## config.mk

```make
export PLATFORM = sky130hd
export DESIGN_NAME = dsmr_drive_status_monitor_regs
export DESIGN_NICKNAME = d
export VERILOG_FILES = /design/src/verilog/dsmr_pkg.sv /design/src/verilog/dsmr_drive_status_monitor_regs.sv
export SDC_FILE = /design/constraint.sdc
export NUM_CORES = 1
export LEC_CHECK = 0
export BUFFER_PORTS_ARGS = -buffer_cell sky130_fd_sc_hd__buf_4
export CAP_MARGIN = 10
export CORE_UTILIZATION = 54
export DETAILED_ROUTE_END_ITERATION = 10
export PLACE_DENSITY = 0.82
export SLEW_MARGIN = 0
export SYNTH_ARGS = -nofsm -noshare
export SYNTH_HDL_FRONTEND = slang
export SYNTH_SLANG_ARGS = --single-unit
```

## constraint.sdc

```tcl
create_clock -name clk_sys -period 6.3 [get_ports clk_sys]
set_input_delay 0.63 -clock clk_sys [delete_from_list [all_inputs] [get_ports clk_sys]]
set_output_delay 0.63 -clock clk_sys [all_outputs]
set_load 0.02 [all_outputs]
```

## src/verilog/dsmr_pkg.sv

```systemverilog
// Constants, register map and code enumerations for the drive status and monitor register bank.
package dsmr_pkg;

   // ***************************************************************
   // Register map.
   // ***************************************************************
   localparam logic [15:0] REG_CONTROL_WORD           = 16'h4000;
   localparam logic [15:0] REG_FREQ_SETPOINT          = 16'h4001;
   localparam logic [15:0] REG_DRIVE_STATE_WORD       = 16'h5000;
   localparam logic [15:0] REG_OUTPUT_FREQUENCY       = 16'h5001;
   localparam logic [15:0] REG_REFERENCE_FREQUENCY    = 16'h5002;
   localparam logic [15:0] REG_OUTPUT_CURRENT         = 16'h5003;
   localparam logic [15:0] REG_DC_LINK_VOLTAGE        = 16'h5004;
   localparam logic [15:0] REG_HEATSINK_TEMP          = 16'h5005;
   localparam logic [15:0] REG_OUTPUT_VOLTAGE         = 16'h5006;
   localparam logic [15:0] REG_OUTPUT_POWER           = 16'h5007;
   localparam logic [15:0] REG_TORQUE_CURRENT         = 16'h5008;
   localparam logic [15:0] REG_EXCITING_CURRENT       = 16'h5009;
   localparam logic [15:0] REG_OUTPUT_SPEED           = 16'h500a;
   localparam logic [15:0] REG_REFERENCE_SPEED        = 16'h500b;
   localparam logic [15:0] REG_USER_REFERENCE_VALUE   = 16'h500c;
   localparam logic [15:0] REG_USER_OUTPUT_VALUE      = 16'h500d;
   localparam logic [15:0] REG_REFERENCE_TORQUE       = 16'h500e;
   localparam logic [15:0] REG_DIGITAL_INPUT_STATES   = 16'h500f;
   localparam logic [15:0] REG_ENCODER_SPEED_FEEDBACK = 16'h5010;
   localparam logic [15:0] REG_TORQUE_LIMIT_VALUE     = 16'h5011;
   localparam logic [15:0] REG_SPEED_LIMIT_VALUE      = 16'h5012;
   localparam logic [15:0] REG_MULTI_MONITOR_DISPLAY  = 16'h5013;
   localparam logic [15:0] MULTI_MONITOR_READ_VALUE   = 16'h0000;

   // ***************************************************************
   // Field positions and reset values.
   // ***************************************************************
   localparam int SW_FAULT_CODE_LSB  = 11;
   localparam int SW_FAULT_CODE_MSB  = 15;
   localparam int SW_RESERVED_LSB    = 8;
   localparam int SW_RESERVED_MSB    = 10;
   localparam int SW_FAULT           = 7;
   localparam int SW_STALL_OC        = 6;
   localparam int SW_STALL_OV        = 5;
   localparam int SW_DECEL           = 4;
   localparam int SW_ACCEL           = 3;
   localparam int SW_JOG             = 2;
   localparam int SW_RUN             = 1;
   localparam int SW_REVERSE         = 0;
   localparam int CW_GENERAL         = 0;
   localparam int CW_JOG             = 1;
   localparam int CW_REVERSE         = 2;
   localparam int CW_STOP_PARAM      = 3;
   localparam int CW_EMERGENCY_STOP  = 4;
   localparam int CW_FAULT_RESET     = 5;
   localparam logic [15:0] CONTROL_WORD_RESET  = 16'h0000;
   localparam logic [15:0] FREQ_SETPOINT_RESET = 16'h0000;
   localparam int FAULT_SOURCES      = 24;

   // ***************************************************************
   // Frame layout, function codes and exception codes.
   // ***************************************************************
   localparam int RX_DEPTH           = 16;
   localparam logic [4:0] RX_MIN_LEN = 5'h06;
   localparam logic [4:0] RX_MULTI_FIXED = 5'h07;
   localparam logic [5:0] RSP_LEN_EXC    = 6'h03;
   localparam logic [5:0] RSP_LEN_WRITE  = 6'h06;
   localparam logic [5:0] RSP_LEN_RD_HDR = 6'h03;
   localparam logic [15:0] RD_MAX_QTY    = 16'h0014;
   localparam logic [15:0] WR_MAX_QTY    = 16'h0002;
   localparam logic [7:0] BROADCAST_ADDR = 8'h00;
   localparam logic [7:0] FN_READ_HOLDING = 8'h03;
   localparam logic [7:0] FN_WRITE_SINGLE = 8'h06;
   localparam logic [7:0] FN_WRITE_MULTI  = 8'h10;
   localparam logic [7:0] FN_EXC_FLAG     = 8'h80;
   localparam logic [7:0] EXC_ILLEGAL_FN    = 8'h01;
   localparam logic [7:0] EXC_ILLEGAL_ADDR  = 8'h02;
   localparam logic [7:0] EXC_ILLEGAL_VALUE = 8'h03;

   typedef enum logic [1:0] {
      ST_IDLE = 2'b00,
      ST_EXEC = 2'b01,
      ST_SEND = 2'b10
   } dsmr_state_t;

   // Fault codes carried in the top five bits of the state word.
   typedef enum logic [4:0] {
      FAULT_NONE              = 5'h00, OVERCURRENT_CONST_SPEED = 5'h01, OVERCURRENT_ACCEL     = 5'h02,
      OVERCURRENT_DECEL       = 5'h03, OVERVOLTAGE_CONST_SPEED = 5'h04, OVERVOLTAGE_ACCEL     = 5'h05,
      OVERVOLTAGE_DECEL       = 5'h06, DRIVE_OVERLOAD          = 5'h07, MOTOR_OVERLOAD        = 5'h08,
      MEMORY_ACCESS_FAULT     = 5'h09, KEYPAD_FAULT            = 5'h0a, EXTERNAL_FAULT        = 5'h0b,
      COMM_FAULT              = 5'h0c, CIRCUIT_DISCONNECT      = 5'h0d, ENCODER_FAULT         = 5'h0e,
      MOTOR_OVERHEAT          = 5'h0f, INTERFERENCE_FAULT      = 5'h10, SHORT_CIRCUIT         = 5'h11,
      FAULT_RESERVED          = 5'h12, INPUT_PHASE_LOSS        = 5'h13, OUTPUT_PHASE_LOSS     = 5'h14,
      DRIVE_OVERHEAT          = 5'h15, PARAM_SETTING_FAULT     = 5'h16, AUTOTUNE_FAULT        = 5'h17,
      OVERLOAD_PREWARNING     = 5'h18
   } dsmr_fault_t;

endpackage

```

## src/verilog/dsmr_drive_status_monitor_regs.sv

```systemverilog
// Drive state word, monitor block and host control registers behind a request/response frame port.
`timescale 1ns/100ps
// What this block does
// RL1: State word at 0x5000, read-only, writes rejected.
// RL2: Fault code bits 15-11, bits 10-8 reserved.
// RL3: Flags: fault, stalls, decel, accel, jog, run, reverse.
// RL4: Codes 0-8: none, overcurrents, overvoltages, overloads.
// RL5: Codes 9-17: memory through short circuit faults.
// RL6: Code 18 reserved; 19-24 phase through prewarning.
// RL7: Monitor words read-only at 0x5001-0x5013.
// RL8: 0x5001-0x5009 frequency, current, voltage, temperature, power quantities.
// RL9: 0x500A-0x5012 speeds, user values, torque, digital inputs, limits.
// RL10: Address 0x5013 always reads zero.
// RL11: Master starts drive via multi-write at 0x4000.
// RL12: Multi-write reply: address, function, start, quantity.
// RL13: Frequency setpoint in hundredths of a hertz.
// RL14: Single write echoed; 0x0008 requests parameterised stop.
// RL15: Host writes accepted only under host sources.
// RL16: Read reply: byte count, words high byte first.
// RL17: Control word 0x4000 write-only, bits 0-5.
// RL18: Setpoint 0x4001 write-only, needs communication source.
module dsmr_drive_status_monitor_regs #(
   parameter logic [7:0] SLAVE_ADDR = 8'h01
) (
   input  wire logic        clk_sys,
   input  wire logic        rst,
   input  wire logic        ce,
   input  wire logic        reqValid,
   input  wire logic [7:0]  reqByte,
   input  wire logic        reqLast,
   output logic             reqReady,
   output logic             rspValid,
   output logic [7:0]       rspByte,
   output logic             rspLast,
   input  wire logic        rspReady,
   input  wire logic        cmdSourceHost,
   input  wire logic        freqSourceHost,
   input  wire logic [23:0] faultVector,
   input  wire logic        stallOvercurrent,
   input  wire logic        stallOvervoltage,
   input  wire logic        decelerating,
   input  wire logic        accelerating,
   input  wire logic        jogging,
   input  wire logic        running,
   input  wire logic        reverse,
   input  wire logic [15:0] outputFrequency,
   input  wire logic [15:0] referenceFrequency,
   input  wire logic [15:0] outputCurrent,
   input  wire logic [15:0] dcLinkVoltage,
   input  wire logic [15:0] heatsinkTemp,
   input  wire logic [15:0] outputVoltage,
   input  wire logic [15:0] outputPower,
   input  wire logic [15:0] torqueCurrent,
   input  wire logic [15:0] excitingCurrent,
   input  wire logic [15:0] outputSpeed,
   input  wire logic [15:0] referenceSpeed,
   input  wire logic [15:0] userReferenceValue,
   input  wire logic [15:0] userOutputValue,
   input  wire logic [15:0] referenceTorque,
   input  wire logic [15:0] digitalInputStates,
   input  wire logic [15:0] encoderSpeedFeedback,
   input  wire logic [15:0] torqueLimitValue,
   input  wire logic [15:0] speedLimitValue,
   output logic             ctrlGeneral,
   output logic             ctrlJog,
   output logic             ctrlReverse,
   output logic             ctrlStopParam,
   output logic             ctrlEmergencyStop,
   output logic             ctrlFaultReset,
   output logic             ctrlStrobe,
   output logic [15:0]      freqSetpoint,
   output logic             freqStrobe
);

   // ***************************************************************
   // Declarations and helpers.
   // ***************************************************************
   dsmr_pkg::dsmr_state_t state;
   logic [7:0]  rxBuf [0:dsmr_pkg::RX_DEPTH-1];
   logic [4:0]  rxCount;
   logic        rxOverflow;
   logic [15:0] controlWord;
   logic [15:0] stateWord;
   logic [15:0] monBank [0:19];
   logic [5:0]  txIdx;
   logic [5:0]  rspLen;
   logic        rspIsExc;
   logic        rspIsRead;
   logic [7:0]  excCode;
   logic [15:0] startAddr;
   logic [15:0] qtyField;
   logic [16:0] lastAddr;
   logic [7:0]  fnCode;
   logic        next_reply;
   logic        next_isExc;
   logic        next_isRead;
   logic [7:0]  next_excCode;
   logic [5:0]  next_len;
   logic        next_wrCtrl;
   logic        next_wrFreq;
   logic [15:0] next_ctrlVal;
   logic [15:0] next_freqVal;
   logic [5:0]  nextIdx;
   logic        hostOk;

   // Lowest active source wins; the reserved slot never reports.
   function automatic logic [4:0] faultEncode(input logic [23:0] v);
      logic [4:0] code;
      code = dsmr_pkg::FAULT_NONE;
      for (int i = dsmr_pkg::FAULT_SOURCES - 1; i >= 0; i--) begin
         if (v[i] && (5'(i + 1) != dsmr_pkg::FAULT_RESERVED)) begin // RL6
            code = 5'(i + 1); // RL4 RL5
         end
      end
      return code;
   endfunction

   // Maps a register address inside the read window onto the bank index.
   function automatic logic [4:0] regIndex(input logic [15:0] a);
      return a[4:0] - dsmr_pkg::REG_DRIVE_STATE_WORD[4:0];
   endfunction

   // ***************************************************************
   // Read-side register bank.
   // ***************************************************************
   // State word is assembled live, so a read always reflects the present cycle.
   always_comb begin
      stateWord = 16'h0000; // RL2
      stateWord[dsmr_pkg::SW_FAULT_CODE_MSB:dsmr_pkg::SW_FAULT_CODE_LSB] = faultEncode(faultVector); // RL2
      stateWord[dsmr_pkg::SW_FAULT]   = (faultEncode(faultVector) != dsmr_pkg::FAULT_NONE); // RL3
      stateWord[dsmr_pkg::SW_STALL_OC] = stallOvercurrent; // RL3
      stateWord[dsmr_pkg::SW_STALL_OV] = stallOvervoltage;
      stateWord[dsmr_pkg::SW_DECEL]    = decelerating;
      stateWord[dsmr_pkg::SW_ACCEL]    = accelerating;
      stateWord[dsmr_pkg::SW_JOG]      = jogging;
      stateWord[dsmr_pkg::SW_RUN]      = running;
      stateWord[dsmr_pkg::SW_REVERSE]  = reverse;
   end

   // Monitor words in address order; the last slot is a constant.
   assign monBank = '{stateWord, outputFrequency, referenceFrequency, outputCurrent, dcLinkVoltage, // RL1 RL8
      heatsinkTemp, outputVoltage, outputPower, torqueCurrent, excitingCurrent, outputSpeed, referenceSpeed, // RL9
      userReferenceValue, userOutputValue, referenceTorque, digitalInputStates, encoderSpeedFeedback,
      torqueLimitValue, speedLimitValue, dsmr_pkg::MULTI_MONITOR_READ_VALUE}; // RL10

   // ***************************************************************
   // Request reception.
   // ***************************************************************
   assign reqReady = (state == dsmr_pkg::ST_IDLE);

   // Bytes past the buffer depth mark the frame as oversized; it is dropped whole.
   always_ff @(posedge clk_sys) begin
      if (rst) begin
         rxCount    <= 5'h00;
         rxOverflow <= 1'b0;
      end else if (ce) begin
         if (state == dsmr_pkg::ST_EXEC) begin
            rxCount    <= 5'h00;
            rxOverflow <= 1'b0;
         end else if (reqValid && reqReady) begin
            if (rxCount < 5'(dsmr_pkg::RX_DEPTH)) begin
               rxBuf[rxCount[3:0]] <= reqByte;
               rxCount             <= rxCount + 5'h01;
            end else begin
               rxOverflow <= 1'b1;
            end
         end
      end
   end

   // ***************************************************************
   // Frame decode, done in the single execute cycle.
   // ***************************************************************
   assign fnCode    = rxBuf[1];
   assign startAddr = {rxBuf[2], rxBuf[3]};
   assign qtyField  = {rxBuf[4], rxBuf[5]};
   assign lastAddr  = {1'b0, startAddr} + {1'b0, qtyField} - 17'h00001;
   assign hostOk    = cmdSourceHost && freqSourceHost; // RL15 RL18

   always_comb begin
      next_reply   = (rxBuf[0] == SLAVE_ADDR) && !rxOverflow && (rxCount >= dsmr_pkg::RX_MIN_LEN);
      next_isExc   = 1'b0;
      next_isRead  = 1'b0;
      next_excCode = dsmr_pkg::EXC_ILLEGAL_FN;
      next_len     = dsmr_pkg::RSP_LEN_WRITE;
      next_wrCtrl  = 1'b0;
      next_wrFreq  = 1'b0;
      next_ctrlVal = {rxBuf[4], rxBuf[5]};
      next_freqVal = {rxBuf[4], rxBuf[5]};
      case (fnCode)
         dsmr_pkg::FN_READ_HOLDING: begin
            next_isRead = 1'b1;
            next_len    = dsmr_pkg::RSP_LEN_RD_HDR + 6'(qtyField << 1); // RL16
            if (rxCount != dsmr_pkg::RX_MIN_LEN || qtyField == 16'h0000 || qtyField > dsmr_pkg::RD_MAX_QTY) begin
               next_isExc   = 1'b1;
               next_excCode = dsmr_pkg::EXC_ILLEGAL_VALUE;
            end else if (startAddr < dsmr_pkg::REG_DRIVE_STATE_WORD ||
                         lastAddr > {1'b0, dsmr_pkg::REG_MULTI_MONITOR_DISPLAY}) begin // RL7
               next_isExc   = 1'b1;
               next_excCode = dsmr_pkg::EXC_ILLEGAL_ADDR;
            end
         end
         dsmr_pkg::FN_WRITE_SINGLE: begin
            if (rxCount != dsmr_pkg::RX_MIN_LEN) begin
               next_isExc   = 1'b1;
               next_excCode = dsmr_pkg::EXC_ILLEGAL_VALUE;
            end else if (startAddr == dsmr_pkg::REG_CONTROL_WORD) begin
               next_wrCtrl = hostOk; // RL14 RL17
            end else if (startAddr == dsmr_pkg::REG_FREQ_SETPOINT) begin
               next_wrFreq = hostOk; // RL13 RL18
            end else begin
               next_isExc   = 1'b1; // RL1
               next_excCode = dsmr_pkg::EXC_ILLEGAL_ADDR;
            end
         end
         dsmr_pkg::FN_WRITE_MULTI: begin
            next_ctrlVal = {rxBuf[7], rxBuf[8]};
            next_freqVal = (startAddr == dsmr_pkg::REG_CONTROL_WORD) ? {rxBuf[9], rxBuf[10]} : {rxBuf[7], rxBuf[8]};
            if (qtyField == 16'h0000 || qtyField > dsmr_pkg::WR_MAX_QTY ||
                rxBuf[6] != 8'(qtyField << 1) ||
                rxCount != dsmr_pkg::RX_MULTI_FIXED + 5'(qtyField << 1)) begin
               next_isExc   = 1'b1;
               next_excCode = dsmr_pkg::EXC_ILLEGAL_VALUE;
            end else if (startAddr < dsmr_pkg::REG_CONTROL_WORD ||
                         lastAddr > {1'b0, dsmr_pkg::REG_FREQ_SETPOINT}) begin
               next_isExc   = 1'b1; // RL1
               next_excCode = dsmr_pkg::EXC_ILLEGAL_ADDR;
            end else begin
               next_wrCtrl = hostOk && (startAddr == dsmr_pkg::REG_CONTROL_WORD); // RL11 RL15
               next_wrFreq = hostOk && (lastAddr == {1'b0, dsmr_pkg::REG_FREQ_SETPOINT}); // RL13
            end
         end
         default: begin
            next_isExc = 1'b1;
         end
      endcase
      if (next_isExc) begin
         next_len = dsmr_pkg::RSP_LEN_EXC;
      end
   end

   // ***************************************************************
   // Sequencer.
   // ***************************************************************
   // Broadcast frames are executed but never answered.
   always_ff @(posedge clk_sys) begin
      if (rst) begin
         state <= dsmr_pkg::ST_IDLE;
      end else if (ce) begin
         case (state)
            dsmr_pkg::ST_IDLE: begin
               if (reqValid && reqLast) begin
                  state <= dsmr_pkg::ST_EXEC;
               end
            end
            dsmr_pkg::ST_EXEC: begin
               state <= next_reply ? dsmr_pkg::ST_SEND : dsmr_pkg::ST_IDLE;
            end
            dsmr_pkg::ST_SEND: begin
               if (rspReady && rspLast) begin
                  state <= dsmr_pkg::ST_IDLE;
               end
            end
            default: begin
               state <= dsmr_pkg::ST_IDLE;
            end
         endcase
      end
   end

   // ***************************************************************
   // Host control registers.
   // ***************************************************************
   // Write-only from the link side; the drive sees them as levels plus a strobe.
   always_ff @(posedge clk_sys) begin
      if (rst) begin
         controlWord  <= dsmr_pkg::CONTROL_WORD_RESET;
         freqSetpoint <= dsmr_pkg::FREQ_SETPOINT_RESET;
         ctrlStrobe   <= 1'b0;
         freqStrobe   <= 1'b0;
      end else if (ce) begin
         ctrlStrobe <= 1'b0;
         freqStrobe <= 1'b0;
         if (state == dsmr_pkg::ST_EXEC && !rxOverflow && rxCount >= dsmr_pkg::RX_MIN_LEN && !next_isExc &&
             (rxBuf[0] == SLAVE_ADDR || rxBuf[0] == dsmr_pkg::BROADCAST_ADDR)) begin
            if (next_wrCtrl) begin
               controlWord <= next_ctrlVal; // RL17
               ctrlStrobe  <= 1'b1;
            end
            if (next_wrFreq) begin
               freqSetpoint <= next_freqVal; // RL13 RL18
               freqStrobe   <= 1'b1;
            end
         end
      end
   end

   assign ctrlGeneral       = controlWord[dsmr_pkg::CW_GENERAL]; // RL17
   assign ctrlJog           = controlWord[dsmr_pkg::CW_JOG];
   assign ctrlReverse       = controlWord[dsmr_pkg::CW_REVERSE];
   assign ctrlStopParam     = controlWord[dsmr_pkg::CW_STOP_PARAM]; // RL14
   assign ctrlEmergencyStop = controlWord[dsmr_pkg::CW_EMERGENCY_STOP];
   assign ctrlFaultReset    = controlWord[dsmr_pkg::CW_FAULT_RESET];

   // ***************************************************************
   // Response transmission.
   // ***************************************************************
   // Picks one reply byte; read data is sampled as the byte loads.
   function automatic logic [7:0] respByteAt(input logic [5:0] idx);
      logic [15:0] word;
      logic [4:0]  wIdx;
      wIdx = 5'((idx - 6'h03) >> 1);
      word = monBank[regIndex(startAddr + {11'h000, wIdx})];
      if (idx == 6'h00) begin
         return rxBuf[0];
      end else if (idx == 6'h01) begin
         return rspIsExc ? (fnCode | dsmr_pkg::FN_EXC_FLAG) : fnCode;
      end else if (rspIsExc) begin
         return excCode;
      end else if (rspIsRead) begin
         if (idx == 6'h02) begin
            return 8'(qtyField << 1); // RL16
         end
         return idx[0] ? word[15:8] : word[7:0]; // RL16
      end
      return rxBuf[idx[3:0]]; // RL12 RL14
   endfunction

   assign rspValid = (state == dsmr_pkg::ST_SEND);
   assign nextIdx  = txIdx + 6'h01;

   // Byte and last flag are registered; each accept loads the next.
   always_ff @(posedge clk_sys) begin
      if (rst) begin
         txIdx     <= 6'h00;
         rspLen    <= dsmr_pkg::RSP_LEN_EXC;
         rspIsExc  <= 1'b0;
         rspIsRead <= 1'b0;
         excCode   <= dsmr_pkg::EXC_ILLEGAL_FN;
         rspByte   <= 8'h00;
         rspLast   <= 1'b0;
      end else if (ce) begin
         if (state == dsmr_pkg::ST_EXEC) begin
            txIdx     <= 6'h00;
            rspLen    <= next_len;
            rspIsExc  <= next_isExc;
            rspIsRead <= next_isRead;
            excCode   <= next_excCode;
            rspByte   <= rxBuf[0];
            rspLast   <= 1'b0;
         end else if (state == dsmr_pkg::ST_SEND && rspReady && !rspLast) begin
            txIdx   <= nextIdx;
            rspByte <= respByteAt(nextIdx);
            rspLast <= (nextIdx == rspLen - 6'h01);
         end
      end
   end

endmodule

```

* After elaboration in Yosys (flattened, before gate mapping) *
Memories as Yosys holds them, arrays and structs flattened.
Index checks and enable logic that the tools add are counted.

word-level totals
  logic and storage cells = 203
  memory bits (writable) = 128
  memories = 1
  input port bits = 335
  flip-flop bits (word level) = 63

memory list
  memory  depth  width  read ports  clocked after Yosys merged registers in  wr ports  line                                  source
  rxBuf   16     8      12          0                                        1         dsmr_drive_status_monitor_regs.sv:79  logic [7:0] rxBuf [0:dsmr_pkg::RX_DEPTH-1];

operators by class
  bitwise logic cells = 1
  equal/unequal tests = 18
  reduce and logical (&&, ||, !) cells = 40
  add/sub/neg operators = 9
  multiplexer cells = 111
  order comparisons = 9

operator list
  operator                 count
  $mux W5                  26
  $mux W8                  11
  $bmux W16 S5             1
  $mux W16                 4
  $mux W1                  49
  $gt A17 B15 Y1 const B   2
  $eq A16 B15 Y1 const B   2
  $lt A16 B15 Y1 const B   2
  $mux W6                  5
  $mux W2                  10
  $add A16 B16 Y17         1
  $eq A17 B15 Y1 const B   1
  $sub A17 B1 Y17 const B  1
  $gt A16 B2 Y1 const B    1
  $gt A16 B5 Y1 const B    1
  $logic_not A16 Y1        1
  $reduce_and A3 Y1        5
  $logic_and A1 B1 Y1      14
  $pmux W2 S3              2
  $eq A8 B1 Y1 const B     1
  $eq A8 B2 Y1 const B     1
  $eq A8 B3 Y1 const B     1
  $eq A8 B5 Y1 const B     1
  $logic_not A8 Y1         1
  other kinds (29)         44

* Depth between registers and ports, before layout *
Gate-level depths: netlist of run 1.

  depth in word-level cells = 36
  depth in mapped cells = 19
  gate-level depth less buffers = 15

* Worst setup path after synthesis of run 1 *
OpenSTA, ideal clock, no wires.

  kind = reg-to-reg
  from = register txIdx[1]
  to = register rspByte[4]
  slack = 1.549 ns
  setup time = 0.130 ns
  path buffers = 5
  cell stages (with the launch flop) = 15
  arrival time = 4.621 ns
  data required time = 6.170 ns
  path through = dfxtp_1 > ha_1 > xnor2_1 > clkbuf_1 > xor2_1 > inv_1 > fa_1 > clkbuf_1 > buf_2 > buf_1 > clkbuf_1 > mux4_2 > mux4_2 > a311oi_1 > o22ai_1

on the way
  word-level cells in the longest chain between the ends = 19
  elaborated cells on any way between the ends = 35
  those cells by class = 3 x add/sub; 2 x eq/ne; 27 x mux; 1 x bitwise; 1 x reduce/logical; 1 x memory

ends and longest elaborated chain
  item                                                    line                                   source
  from (decl)                                             dsmr_drive_status_monitor_regs.sv:85   logic [5:0] txIdx;
  from (signal assigned)                                  dsmr_drive_status_monitor_regs.sv:352  txIdx <= nextIdx;
  $add A6 B1 Y6 *                                         dsmr_drive_status_monitor_regs.sv:330  assign nextIdx = txIdx + 6'h01;
  branches (longest 15 deep; another with $sub A6 B2 Y6)  n/a
  $mux W8 *                                               dsmr_drive_status_monitor_regs.sv:326  return rxBuf[idx[3:0]];
  $mux W8 *                                               dsmr_drive_status_monitor_regs.sv:351  end else if (state == dsmr_pkg::ST_SEND && rspReady && !rspLast) begin
  $mux W8 *                                               dsmr_drive_status_monitor_regs.sv:343  if (state == dsmr_pkg::ST_EXEC) begin
  to (signal assigned)                                    dsmr_drive_status_monitor_regs.sv:349  rspByte <= rxBuf[0];
  to (signal assigned)                                    dsmr_drive_status_monitor_regs.sv:353  rspByte <= respByteAt(nextIdx);
  to (decl)                                               dsmr_drive_status_monitor_regs.sv:33   output logic [7:0] rspByte,

Every way passes the cells marked *. The select of a mux whose other input is x is not followed.
A chain may end at the register's enable or synchronous reset.

* Worst setup path in the final report of run 1 *
  from = register txIdx[0]
  to = register rspByte[7]

Same word-level chain as after synthesis.

==> flow_summary_export.csv, run 1 <==
group,metric,value,unit
routing,routed_wl,53700,um
clock_network,clkTransAtPathRegs,0.08,ns
placement,place_area,16300,um^2
logic_synthesis,avgSynthCellArea,10.6,um^2
placement,numPortBuffers,368,
logic_synthesis,yosysSeqAreaShare,37.5,%
grt,grt.busiest_layer,"met2",
clock_network,clk_path_buf_depth,2,
timing,finalHoldViolations,0,
job,drv_cap,0,
power_and_ir_drop,swShare,25.7,%
logic_synthesis,synth-main-ff-cell,"edfxtp_1",
timing,drv_slew,0,
grt,use_met3,15.6,%
routing,first_pass_iters,6,
clock_network,cts-root-buf,"clkbuf_16",
placement,dp_hpwl,42300,um
logic_synthesis,syn_inst,1252,
logic_synthesis,syn_nets,1636,
logic_synthesis,yosysWarnings,0,
cells_and_area,antenna_cells,0,
hold_path,hp-class,"input pin to flop",
routing,drc,0,
cells_and_area,stdcell_count,1916,
grt,grt_max_degree,59,
grt,grt_pass1_vias,12500,
timing,finalCritPeriodShare,79.9,%
floorplanning,pin_count,370,
clock_network,htreeDepth,4,
routing,antenna_left,0,
grt,use_met2,63.7,%
logic_synthesis,async_flop_share,0,%
worst_setup_path,crit_required,6.61,ns
floorplanning,core,24200,um^2
power_and_ir_drop,p_int,2.03,mW
clock_network,cts_sinks,185,
floorplanning,die_height,159,um
routing,avgViaCountPerCell,6.75,
power_and_ir_drop,power_frac_comb,11.7,%
power_and_ir_drop,p_leak,6.62,nW
clock_network,hold_buffers,0,
floorplanning,rows,57,
logic_synthesis,yosysUniqueCellTypes,80,
power_and_ir_drop,irDropWorstVdd,0.000213,V
floorplanning,initial_core_util,54.9,%
timing,tightest_slew,1.16,ns
placement,dp_cells,1881,
power_and_ir_drop,seqPwrFrac,47.8,%
logic_synthesis,syn-cell-area,13300,um^2
worst_setup_path,critPathKind,"flop to flop",
timing,setup_tns,0,ns
clock_network,cts_tree,"built",
timing,slew_headroom,22.1,%
clock_network,post_cts_resized,0,
placement,gp_congestion,0.980,
worst_setup_path,cp_max_fo,45,
floorplanning,die_x,159,um
routing,routedWlPerCell,28.0,um
power_and_ir_drop,power_density,161,nW/um^2
logic_synthesis,synth_edf_count,128,
routing,routed-via-count,12900,
grt,grtUsageTotal,42.4,%
clock_network,clk_latency,0.45,ns
cells_and_area,syn2layout_area_growth,27.4,%
worst_setup_path,arrival,5.34,ns
timing,fin_crit,5.03,ns
power_and_ir_drop,switchingPower,0.703,mW
clock_network,post_cts_buffers,0,
worst_setup_path,start_kind,"flop",
run_status,run_status,"complete, no violations",
timing,finalSetupViolations,0,
cells_and_area,drive_above_1_share,34.8,%
clock_network,numCtsBuffers,17,
grt,overflow,0,
grt,antenna_found_initial,5,
grt,grt_first_pass_wirelength,78400,um
grt,use_met1,55.7,%
floorplanning,dieArea,25300,um^2
cells_and_area,layout.nets,1963,
power_and_ir_drop,p_clk_share,40.5,%
hold_path,holdPathStages,3,
timing,skew,0.0175,ns
timing,rsz0062_at_grt,"false",
timing,max_freq,0.199,GHz
logic_synthesis,ys_ff_latch,185,
cells_and_area,final_area,17000,um^2
routing,drt_iter0_markers,1637,
worst_setup_path,cp-end-kind,"flop",
worst_setup_path,r2r.worst_path.cells,13,
==> state kept, by name, indices dropped and copies added (netlist names) <==
| signal | count |
|---|---|
| rxOverflow | 1 |
| rxCount | 5 |
| freqSetpoint | 16 |
| txIdx | 6 |
| rxBuf | 128 |
| excCode | 2 |
| freqStrobe | 1 |
| ctrlStrobe | 1 |
| rspByte | 8 |
| rspIsExc | 1 |
| rspIsRead | 1 |
| rspLen | 6 |
| state | 2 |
| rspLast | 1 |
| controlWord | 6 |
==> path summary, 6_finish.rpt <==
kind             startpoint        endpoint  slack (ns)
max                txIdx[0]      rspByte[7]        1.27
min                 reqLast        state[0]        0.43
max reg2reg        txIdx[0]      rspByte[7]        1.27
min reg2reg  controlWord[2]  controlWord[2]        0.47
==> layer usage <==
layer  routed length (um)  part of all wire, %
met5                   43                0.080
met4                 2400                  4.5
met2                23500                   44
met1                19700                   37
met3                 8030                   15
==> cell usage after synthesis, drive strengths merged, types with 5 or more instances <==
cell type | number | area [um^2]
a21boi | 7 | 52.6
dfxtp | 57 | 1140
xnor2 | 25 | 226
xor2 | 16 | 148
a22oi | 7 | 52.6
o2111ai | 13 | 114
or2 | 5 | 31.3
a31oi | 14 | 87.6
mux4 | 108 | 2430
nand4 | 15 | 93.8
edfxtp | 128 | 3840
mux2i | 41 | 410
o211ai | 7 | 52.6
nor2 | 93 | 349
or3 | 6 | 37.5
and4 | 7 | 61.3
nor3 | 42 | 215
o31ai | 8 | 60.1
and3 | 6 | 37.5
mux2 | 5 | 56.3
clkbuf | 50 | 188
inv | 83 | 312
a21o | 7 | 52.6
nand2 | 95 | 357
a221oi | 5 | 43.8
o21ai | 67 | 339
a21oi | 67 | 339
and2 | 6 | 37.5
o21a | 15 | 113
nand3 | 40 | 200
nand2b | 10 | 62.6
nor4 | 20 | 138
buf | 29 | 151
nor2b | 14 | 87.6
a211oi | 16 | 125
a41oi | 9 | 78.8
ha | 47 | 588
==> power by group through the flow <==
stage / Combinational, mW / Clock [mW] / Sequential [mW]
after global routing: 0.331 / 1.15 / 1.31
after global placement: 0.303 / 0 / 1.33
after floorplan: 0.0808 / 0 / 1.33
after CTS: 0.310 / 1.10 / 1.31
final: 0.320 / 1.11 / 1.31
after detailed placement: 0.309 / 0 / 1.33
==> worst max-delay path, cell delays in order (launching register included) <==
cell and delay (ns):
dfxtp_2 0.53, buf_4 0.67, nand3_1 0.24, xor2_1 0.57, xnor2_1 0.19, ha_1 0.40
a21o_1 0.21, a21oi_1 0.15, xnor3_1 0.30, xor2_2 0.54, mux4_2 0.59, a21oi_1 0.25
o21ai_1 0.11, nor4b_2 0.16
==> layout make-up <==
cell class                 count  area [um^2]
fill                        1854         7300
multi-input combinational    904         7720
inverter                      84          315
timing repair buffer         387         2900
sequential                   185         4990
tap                          324          405
clock inverter                15          194
clock buffer                  17          425
==> cell usage in the layout (no fill, tap or decap), types with 6 or more instances in the layout <==
cell type	Yosys	layout
a22oi_1	7	7
a21o_1	7	7
xor2_1	15	13
dfxtp_1	57	56
o31ai_1	8	8
edfxtp_1	128	128
o21a_1	15	15
nand3_1	40	40
clkbuf_16	0	17
o21ai_0	45	45
o21ai_1	21	21
clkinv_8	0	6
buf_4	5	384
nand2b_1	10	10
nand2_1	95	95
a31oi_1	14	14
and2_1	6	6
mux4_2	108	108
mux2i_1	41	41
inv_1	83	83
or3_1	6	6
a21oi_1	66	66
o211ai_1	7	7
a21boi_0	6	6
nor3_1	41	41
nand4_1	15	15
a211oi_1	15	15
nor2b_1	14	14
and4_1	7	7
and3_1	6	6
ha_1	47	46
nor2_1	93	92
xnor2_1	24	22
a41oi_1	9	9
nor4_1	18	18
o2111ai_1	13	13
==> cell families (layout without fill, tap and decap cells) <==
kind of cell | count (synthesis) | in the layout | share of synthesized area, %
multiplexers | 154 | 154 | 21.8
AO/OA/AOI/OAI | 282 | 282 | 14.2
XOR/XNOR | 42 | 42 | 2.98
buffers and inverters | 163 | 503 | 4.92
flip-flops | 185 | 185 | 37.5
adder cells (fa/ha/maj) | 49 | 49 | 4.72
AND/OR/NAND/NOR | 377 | 377 | 14.0
==> per-stage QoR <==
| step | setup slack [ns] | util [%] | total power [mW] | hold slack (ns) |
|---|---|---|---|---|
| after global placement | 1.55 | 67.3 | 1.64 | 0.455 |
| after floorplan | 1.55 | - | 1.41 | 0.437 |
| after CTS | 1.41 | 69.8 | 2.72 | 0.419 |
| final | 1.27 | 69.9 | 2.73 | 0.429 |
| after global routing | 1.06 | 69.9 | 2.78 | 0.467 |
| after detailed placement | 1.44 | 67.3 | 1.64 | 0.456 |
Note: power is estimated with default switching activity, not from simulation.
==> run 2, diff against run 1 <==
- CORE_UTILIZATION: 54 -> 49
- PLACE_DENSITY: 0.82 -> 0.79
- clock period: 6.3 -> 4 ns (I/O delays scaled with it)
==> flow_summary_export.csv, run 2 (synthesis results as in run 1) <==
group,metric,value,unit
cells_and_area,final_common_cell,"buf_4",
worst_setup_path,ff2ff_setup_slack,0.07,ns
grt,grt_pass1_vias,12600,
placement,place_area,16900,um^2
routing,avgViaCountPerCell,6.55,
timing,finalSetupViolations,0,
power_and_ir_drop,power_density,244,nW/um^2
routing,routedWlPerCell,27.0,um
routing,antenna_left,0,
cells_and_area,drive_above_1_share,39.0,%
job,drv_cap,0,
clock_network,cts-root-buf,"clkbuf_16",
routing,first_pass_iters,6,
cells_and_area,num-fill-cells,2003,
grt,grtUsageTotal,38.8,%
floorplanning,core,26400,um^2
cells_and_area,syn2layout_area_growth,33.2,%
power_and_ir_drop,power_frac_comb,11.5,%
power_and_ir_drop,seqPwrFrac,47.6,%
routing,drt_iter0_markers,2129,
hold_path,hp-start,"reqLast",
routing,routed-via-count,13100,
clock_network,cts_tree,"built",
power_and_ir_drop,irDropWorstVdd,0.000329,V
power_and_ir_drop,p_int,3.27,mW
worst_setup_path,start_kind,"flop",
timing,setup_tns,0,ns
clock_network,cts_sinks,185,
clock_network,clkTransAtPathRegs,0.07,ns
cells_and_area,layout.nets,2034,
placement,numPortBuffers,368,
power_and_ir_drop,swShare,24.2,%
worst_setup_path,cp_max_fo,8,
clock_network,clk_latency,0.45,ns
worst_setup_path,r2r.worst_path.cells,16,
cells_and_area,layout_common_cells,"buf_4, edfxtp_1, mux4_2",
floorplanning,rows,59,
power_and_ir_drop,switchingPower,1.04,mW
placement,dp_hpwl,43000,um
grt,grt_first_pass_wirelength,79300,um
grt,overflow,0,
timing,finalCritPeriodShare,98.4,%
floorplanning,die_height,167,um
floorplanning,die_x,167,um
hold_path,holdPathStages,3,
power_and_ir_drop,p_clk_share,40.8,%
routing,drc,0,
timing,slew_headroom,33.8,%
floorplanning,dieArea,27800,um^2
worst_setup_path,cp-end-kind,"flop",
power_and_ir_drop,p_leak,7.02,nW
timing,finalHoldViolations,0,
timing,rsz0062_at_grt,"true",
worst_setup_path,rr_startpoint,"txIdx[1]",
clock_network,hold_buffers,0,
worst_setup_path,crit_required,4.30,ns
cells_and_area,largest_reg_flops,128,
worst_setup_path,path_depth,16,
hold_path,min_to,"state[0]",
worst_setup_path,cp_num_buf_inv,4,
clock_network,htreeDepth,4,
grt,antenna_found_initial,4,
cells_and_area,final_area,17700,um^2
run_status,run_status,"complete, no violations",
hold_path,hp-class,"input pin to flop",
worst_setup_path,r2r_end,"rspByte[1]",
timing,skew,0.0146,ns
worst_setup_path,crit_path_max_incr_delay,0.73,ns
placement,gp_congestion,0.999,
worst_setup_path,arrival,4.23,ns
timing,max_freq,0.254,GHz
timing,tightest_slew,0.994,ns
floorplanning,pin_count,370,
worst_setup_path,slowest_stage,"fa_4",
clock_network,numCtsBuffers,17,
worst_setup_path,crit_chain,"inv_1 -> ha_2 -> or2_2 -> ha_4 -> inv_1 -> fa_4 -> buf_8 -> buf_4 -> mux4_2 -> mux4_2 -> nand2_1 -> nand2_1 -> mux2i_1 -> a211oi_1 -> o21ai_0 -> a31oi_1",
grt,grt_max_degree,59,
timing,drv_slew,0,
routing,routed_wl,54100,um
worst_setup_path,critPathKind,"flop to flop",
floorplanning,initial_core_util,50.5,%
clock_network,clk_path_buf_depth,2,
timing,fin_crit,3.93,ns
worst_setup_path,path_delay_family,"adder cells",
## run 2: changes by cell type in the layout (fill, tap and decap cells not counted), moves of 3 or more
cell	delta
inv_2	+3
diode_2	+4
buf_6	+5
ha_1	-3
buf_4	+63
clkinv_4	+3
buf_12	+4
## run 2: worst reg2reg max path, delay by kind of cell (launching register included)
kind | cells | cell delay [ns]
fa+ha+maj | 3 | 1.10
mux | 3 | 0.96
buf+inv | 4 | 0.51
simple gates | 3 | 0.50
flops | 1 | 0.39
compound gates | 3 | 0.34
## run 2: metal layers
layer / global-route usage, % / wire (um)
met5: 0 / 0
met4: 15.2 / 2370
met3: 9.32 / 7200
met2: 59.3 / 23800
met1: 53.4 / 20700
## run 2: area by class of cell
type                            count  area (um^2)  share of cell area (%)
Multi-Input combinational cell    904         7850                    44.3
Antenna cell                        4         10.0                  0.0565
Sequential cell                   185         4990                    28.1
Tap cell                          335          419                    2.36
Clock buffer                       18          450                    2.54
Clock inverter                     14          176                   0.995
Inverter                           84          315                    1.78
Timing Repair Buffer              458         3520                    19.9
## run 2: what timing repair did
action | CTS | global route
setup buffers | 4 | 6
gates resized for setup | 8 | 27
setup endpoints to repair | 4 | 40
pin swaps | 5 | 4
## run 2: stage by stage
stage	util [%]	power (mW)	cells	setup WS, ns	hold slack [ns]
final	67.3	4.32	2002	0.0653	0.210
after global routing	67.2	4.41	1999	-0.0272	0.240
after CTS	66.7	4.30	1992	0.000822	0.199
after detailed placement	64.0	2.58	1956	-0.0876	0.459
after global placement	64.0	2.58	1956	-0.0272	0.457
after floorplan	-	2.23	1252	0.000425	0.437
## run 2: worst max path at each step
stage	start	to	slack, ns
2_1_floorplan	txIdx[0]	rspByte[1]	0.0004
3_3_place_gp	txIdx[1]	rspByte[6]	-0.03
3_5_place_dp	txIdx[1]	rspByte[6]	-0.09
4_1_cts	txIdx[0]	rspByte[1]	0.0008
5_1_grt	txIdx[0]	rspByte[6]	-0.03
6_report	txIdx[1]	rspByte[1]	0.07
## run 2: power groups by stage
stage	clock [mW]	sequential (mW)	combinational [mW]
finish	1.76	2.06	0.498
global route	1.84	2.06	0.518
CTS	1.76	2.06	0.487
detailed placement	0	2.10	0.484
global placement	0	2.10	0.477
floorplan	0	2.10	0.127
==> run 3, diff against run 2 <==
==> constraint.sdc (replaced) <==
create_clock -name clk_sys -period 4 [get_ports clk_sys]
set_input_delay 0.2 -clock clk_sys [delete_from_list [all_inputs] [get_ports clk_sys]]
set_output_delay 0.2 -clock clk_sys [all_outputs]
set_load 0.02 [all_outputs]
==> flow_summary_export.csv, run 3 (synthesis results as in run 1) <==
group,metric,value,unit
worst_setup_path,cp-end-kind,"flop",
clock_network,clk_latency,0.44,ns
timing,drv_slew,0,
timing,finalHoldViolations,0,
worst_setup_path,start_kind,"flop",
worst_setup_path,crit_path_max_incr_delay,0.70,ns
grt,grt_pass1_vias,12700,
cells_and_area,final_common_cell,"buf_4",
cells_and_area,drive_above_1_share,38.8,%
clock_network,clkTransAtPathRegs,0.07,ns
worst_setup_path,crit_required,4.30,ns
routing,drt_iter0_markers,1875,
routing,routedWlPerCell,27.2,um
worst_setup_path,arrival,4.22,ns
worst_setup_path,crit_chain,"clkinv_1 -> ha_2 -> or2_2 -> ha_4 -> inv_1 -> fa_4 -> buf_12 -> and2_1 -> buf_4 -> nand2_1 -> o21ai_0 -> mux4_2 -> a21oi_2 -> o21ai_1 -> nor4b_2",
routing,first_pass_iters,8,
grt,antenna_found_initial,1,
placement,numPortBuffers,368,
timing,fin_crit,3.92,ns
placement,pre_cts_ws,-0.113,ns
worst_setup_path,critPathKind,"flop to flop",
grt,grtUsageTotal,39.0,%
timing,skew,0.0149,ns
power_and_ir_drop,power_density,243,nW/um^2
floorplanning,pin_count,370,
cells_and_area,num-fill-cells,2010,
floorplanning,dieArea,27800,um^2
timing,max_freq,0.255,GHz
clock_network,htreeDepth,4,
clock_network,clk_path_buf_depth,2,
clock_network,cts_sinks,185,
worst_setup_path,cp_max_fo,22,
placement,gp_congestion,1.02,
routing,antenna_left,0,
floorplanning,rows,59,
floorplanning,core,26400,um^2
placement,dp_cells,1954,
cells_and_area,stdcell_count,1995,
cells_and_area,syn2layout_area_growth,32.8,%
run_status,run_status,"complete, no violations",
timing,hold_ws,0.0893,ns
floorplanning,die_x,167,um
timing,finalSetupViolations,0,
timing,finalCritPeriodShare,98.1,%
cells_and_area,layout.nets,2030,
grt,grt_max_degree,59,
power_and_ir_drop,p_leak,6.99,nW
power_and_ir_drop,irDropWorstVdd,0.000324,V
floorplanning,die_height,167,um
routing,routed-via-count,13100,
placement,dp_hpwl,43100,um
timing,fin_ws,0.0778,ns
power_and_ir_drop,power,4.29,mW
timing,tightest_slew,0.953,ns
cells_and_area,largest_reg_flops,128,
cells_and_area,layout_common_cells,"buf_4, edfxtp_1, mux4_2",
hold_path,hp-class,"input pin to flop",
routing,routed_wl,54300,um
clock_network,cts-root-buf,"clkbuf_16",
worst_setup_path,slowest_stage,"fa_4",
clock_network,numCtsBuffers,17,
routing,avgViaCountPerCell,6.56,
floorplanning,initial_core_util,50.5,%
job,drv_cap,0,
timing,slew_headroom,36.4,%
routing,drc,0,
grt,grt_first_pass_wirelength,79800,um
clock_network,cts_tree,"built",
grt,overflow,0,
-- run 3: cell count changes in the layout (fill, tap and decap cells not counted), moves of 2 or more --
cell,change
inv_6,+2
o21ai_1,+2
buf_6,-4
o21ai_0,-2
diode_2,-3
-- run 3: final timing paths --
path	start	end	slack, ns	cells after the start
worst max-delay path	txIdx[0]	rspByte[7]	0.08	15
worst min-delay path	reqByte[4]	rxBuf[11][4]	0.09	1
worst max register to register	txIdx[0]	rspByte[7]	0.08	15
worst min register to register	controlWord[3]	controlWord[3]	0.48	1
-- run 3: power breakdown --
part           internal (mW)  switching, mW
Sequential              2.05         0.0108
Clock                  0.916          0.820
Combinational          0.294          0.204
Total                   3.26           1.03
-- run 3: per-layer routing --
metal / vias to the layer above / share of wire [%] / wire length (um) / global-route usage [%]
met5: - / 0 / 0 / 0
li1: 5648 / - / - / -
met3: 134 / 12 / 6320 / 7.96
met2: 950 / 44 / 24100 / 60.0
met4: 0 / 4.3 / 2330 / 14.9
met1: 6355 / 40 / 21600 / 54.4
-- run 3: metrics by stage --
stage | instance area, um^2 | util, % | TNS, ns
2_1_floorplan | 13300 | - | 0
3_3_place_gp | 16900 | 64.0 | 0
3_5_place_dp | 16900 | 64.0 | -0.118
4_1_cts | 17500 | 66.4 | 0
5_1_grt | 17700 | 67.1 | -0.168
6_report | 17700 | 67.1 | 0
-- run 3: cell type report --
cell class	instances	area (um^2)	area share [%]
Timing Repair Buffer	454	3470	19.6
Inverter	84	315	1.78
Clock buffer	18	439	2.48
Clock inverter	14	178	1.01
Sequential cell	185	4990	28.2
Multi-Input combinational cell	904	7860	44.5
Tap cell	335	419	2.37
Antenna cell	1	2.50	0.0142
-- run 3: worst max-delay path: cells and delay by family (launching register included) --
family / cells / cell delay, ns
fa+ha+maj: 3 / 1.09
compound gates: 3 / 0.42
flops: 1 / 0.37
simple gates: 4 / 0.84
buf+inv: 4 / 0.58
mux: 1 / 0.47
-- run 3: what timing repair did --
| action | CTS | global route |
|---|---|---|
| hold endpoints to repair | 1 | 0 |
| pin swaps | 1 | 9 |
| gates cloned | 0 | 0 |
| gates resized for setup | 4 | 30 |
| hold buffers | 1 | 0 |
| buffers inserted | 1 | 6 |
| setup endpoints to repair | 3 | 33 |
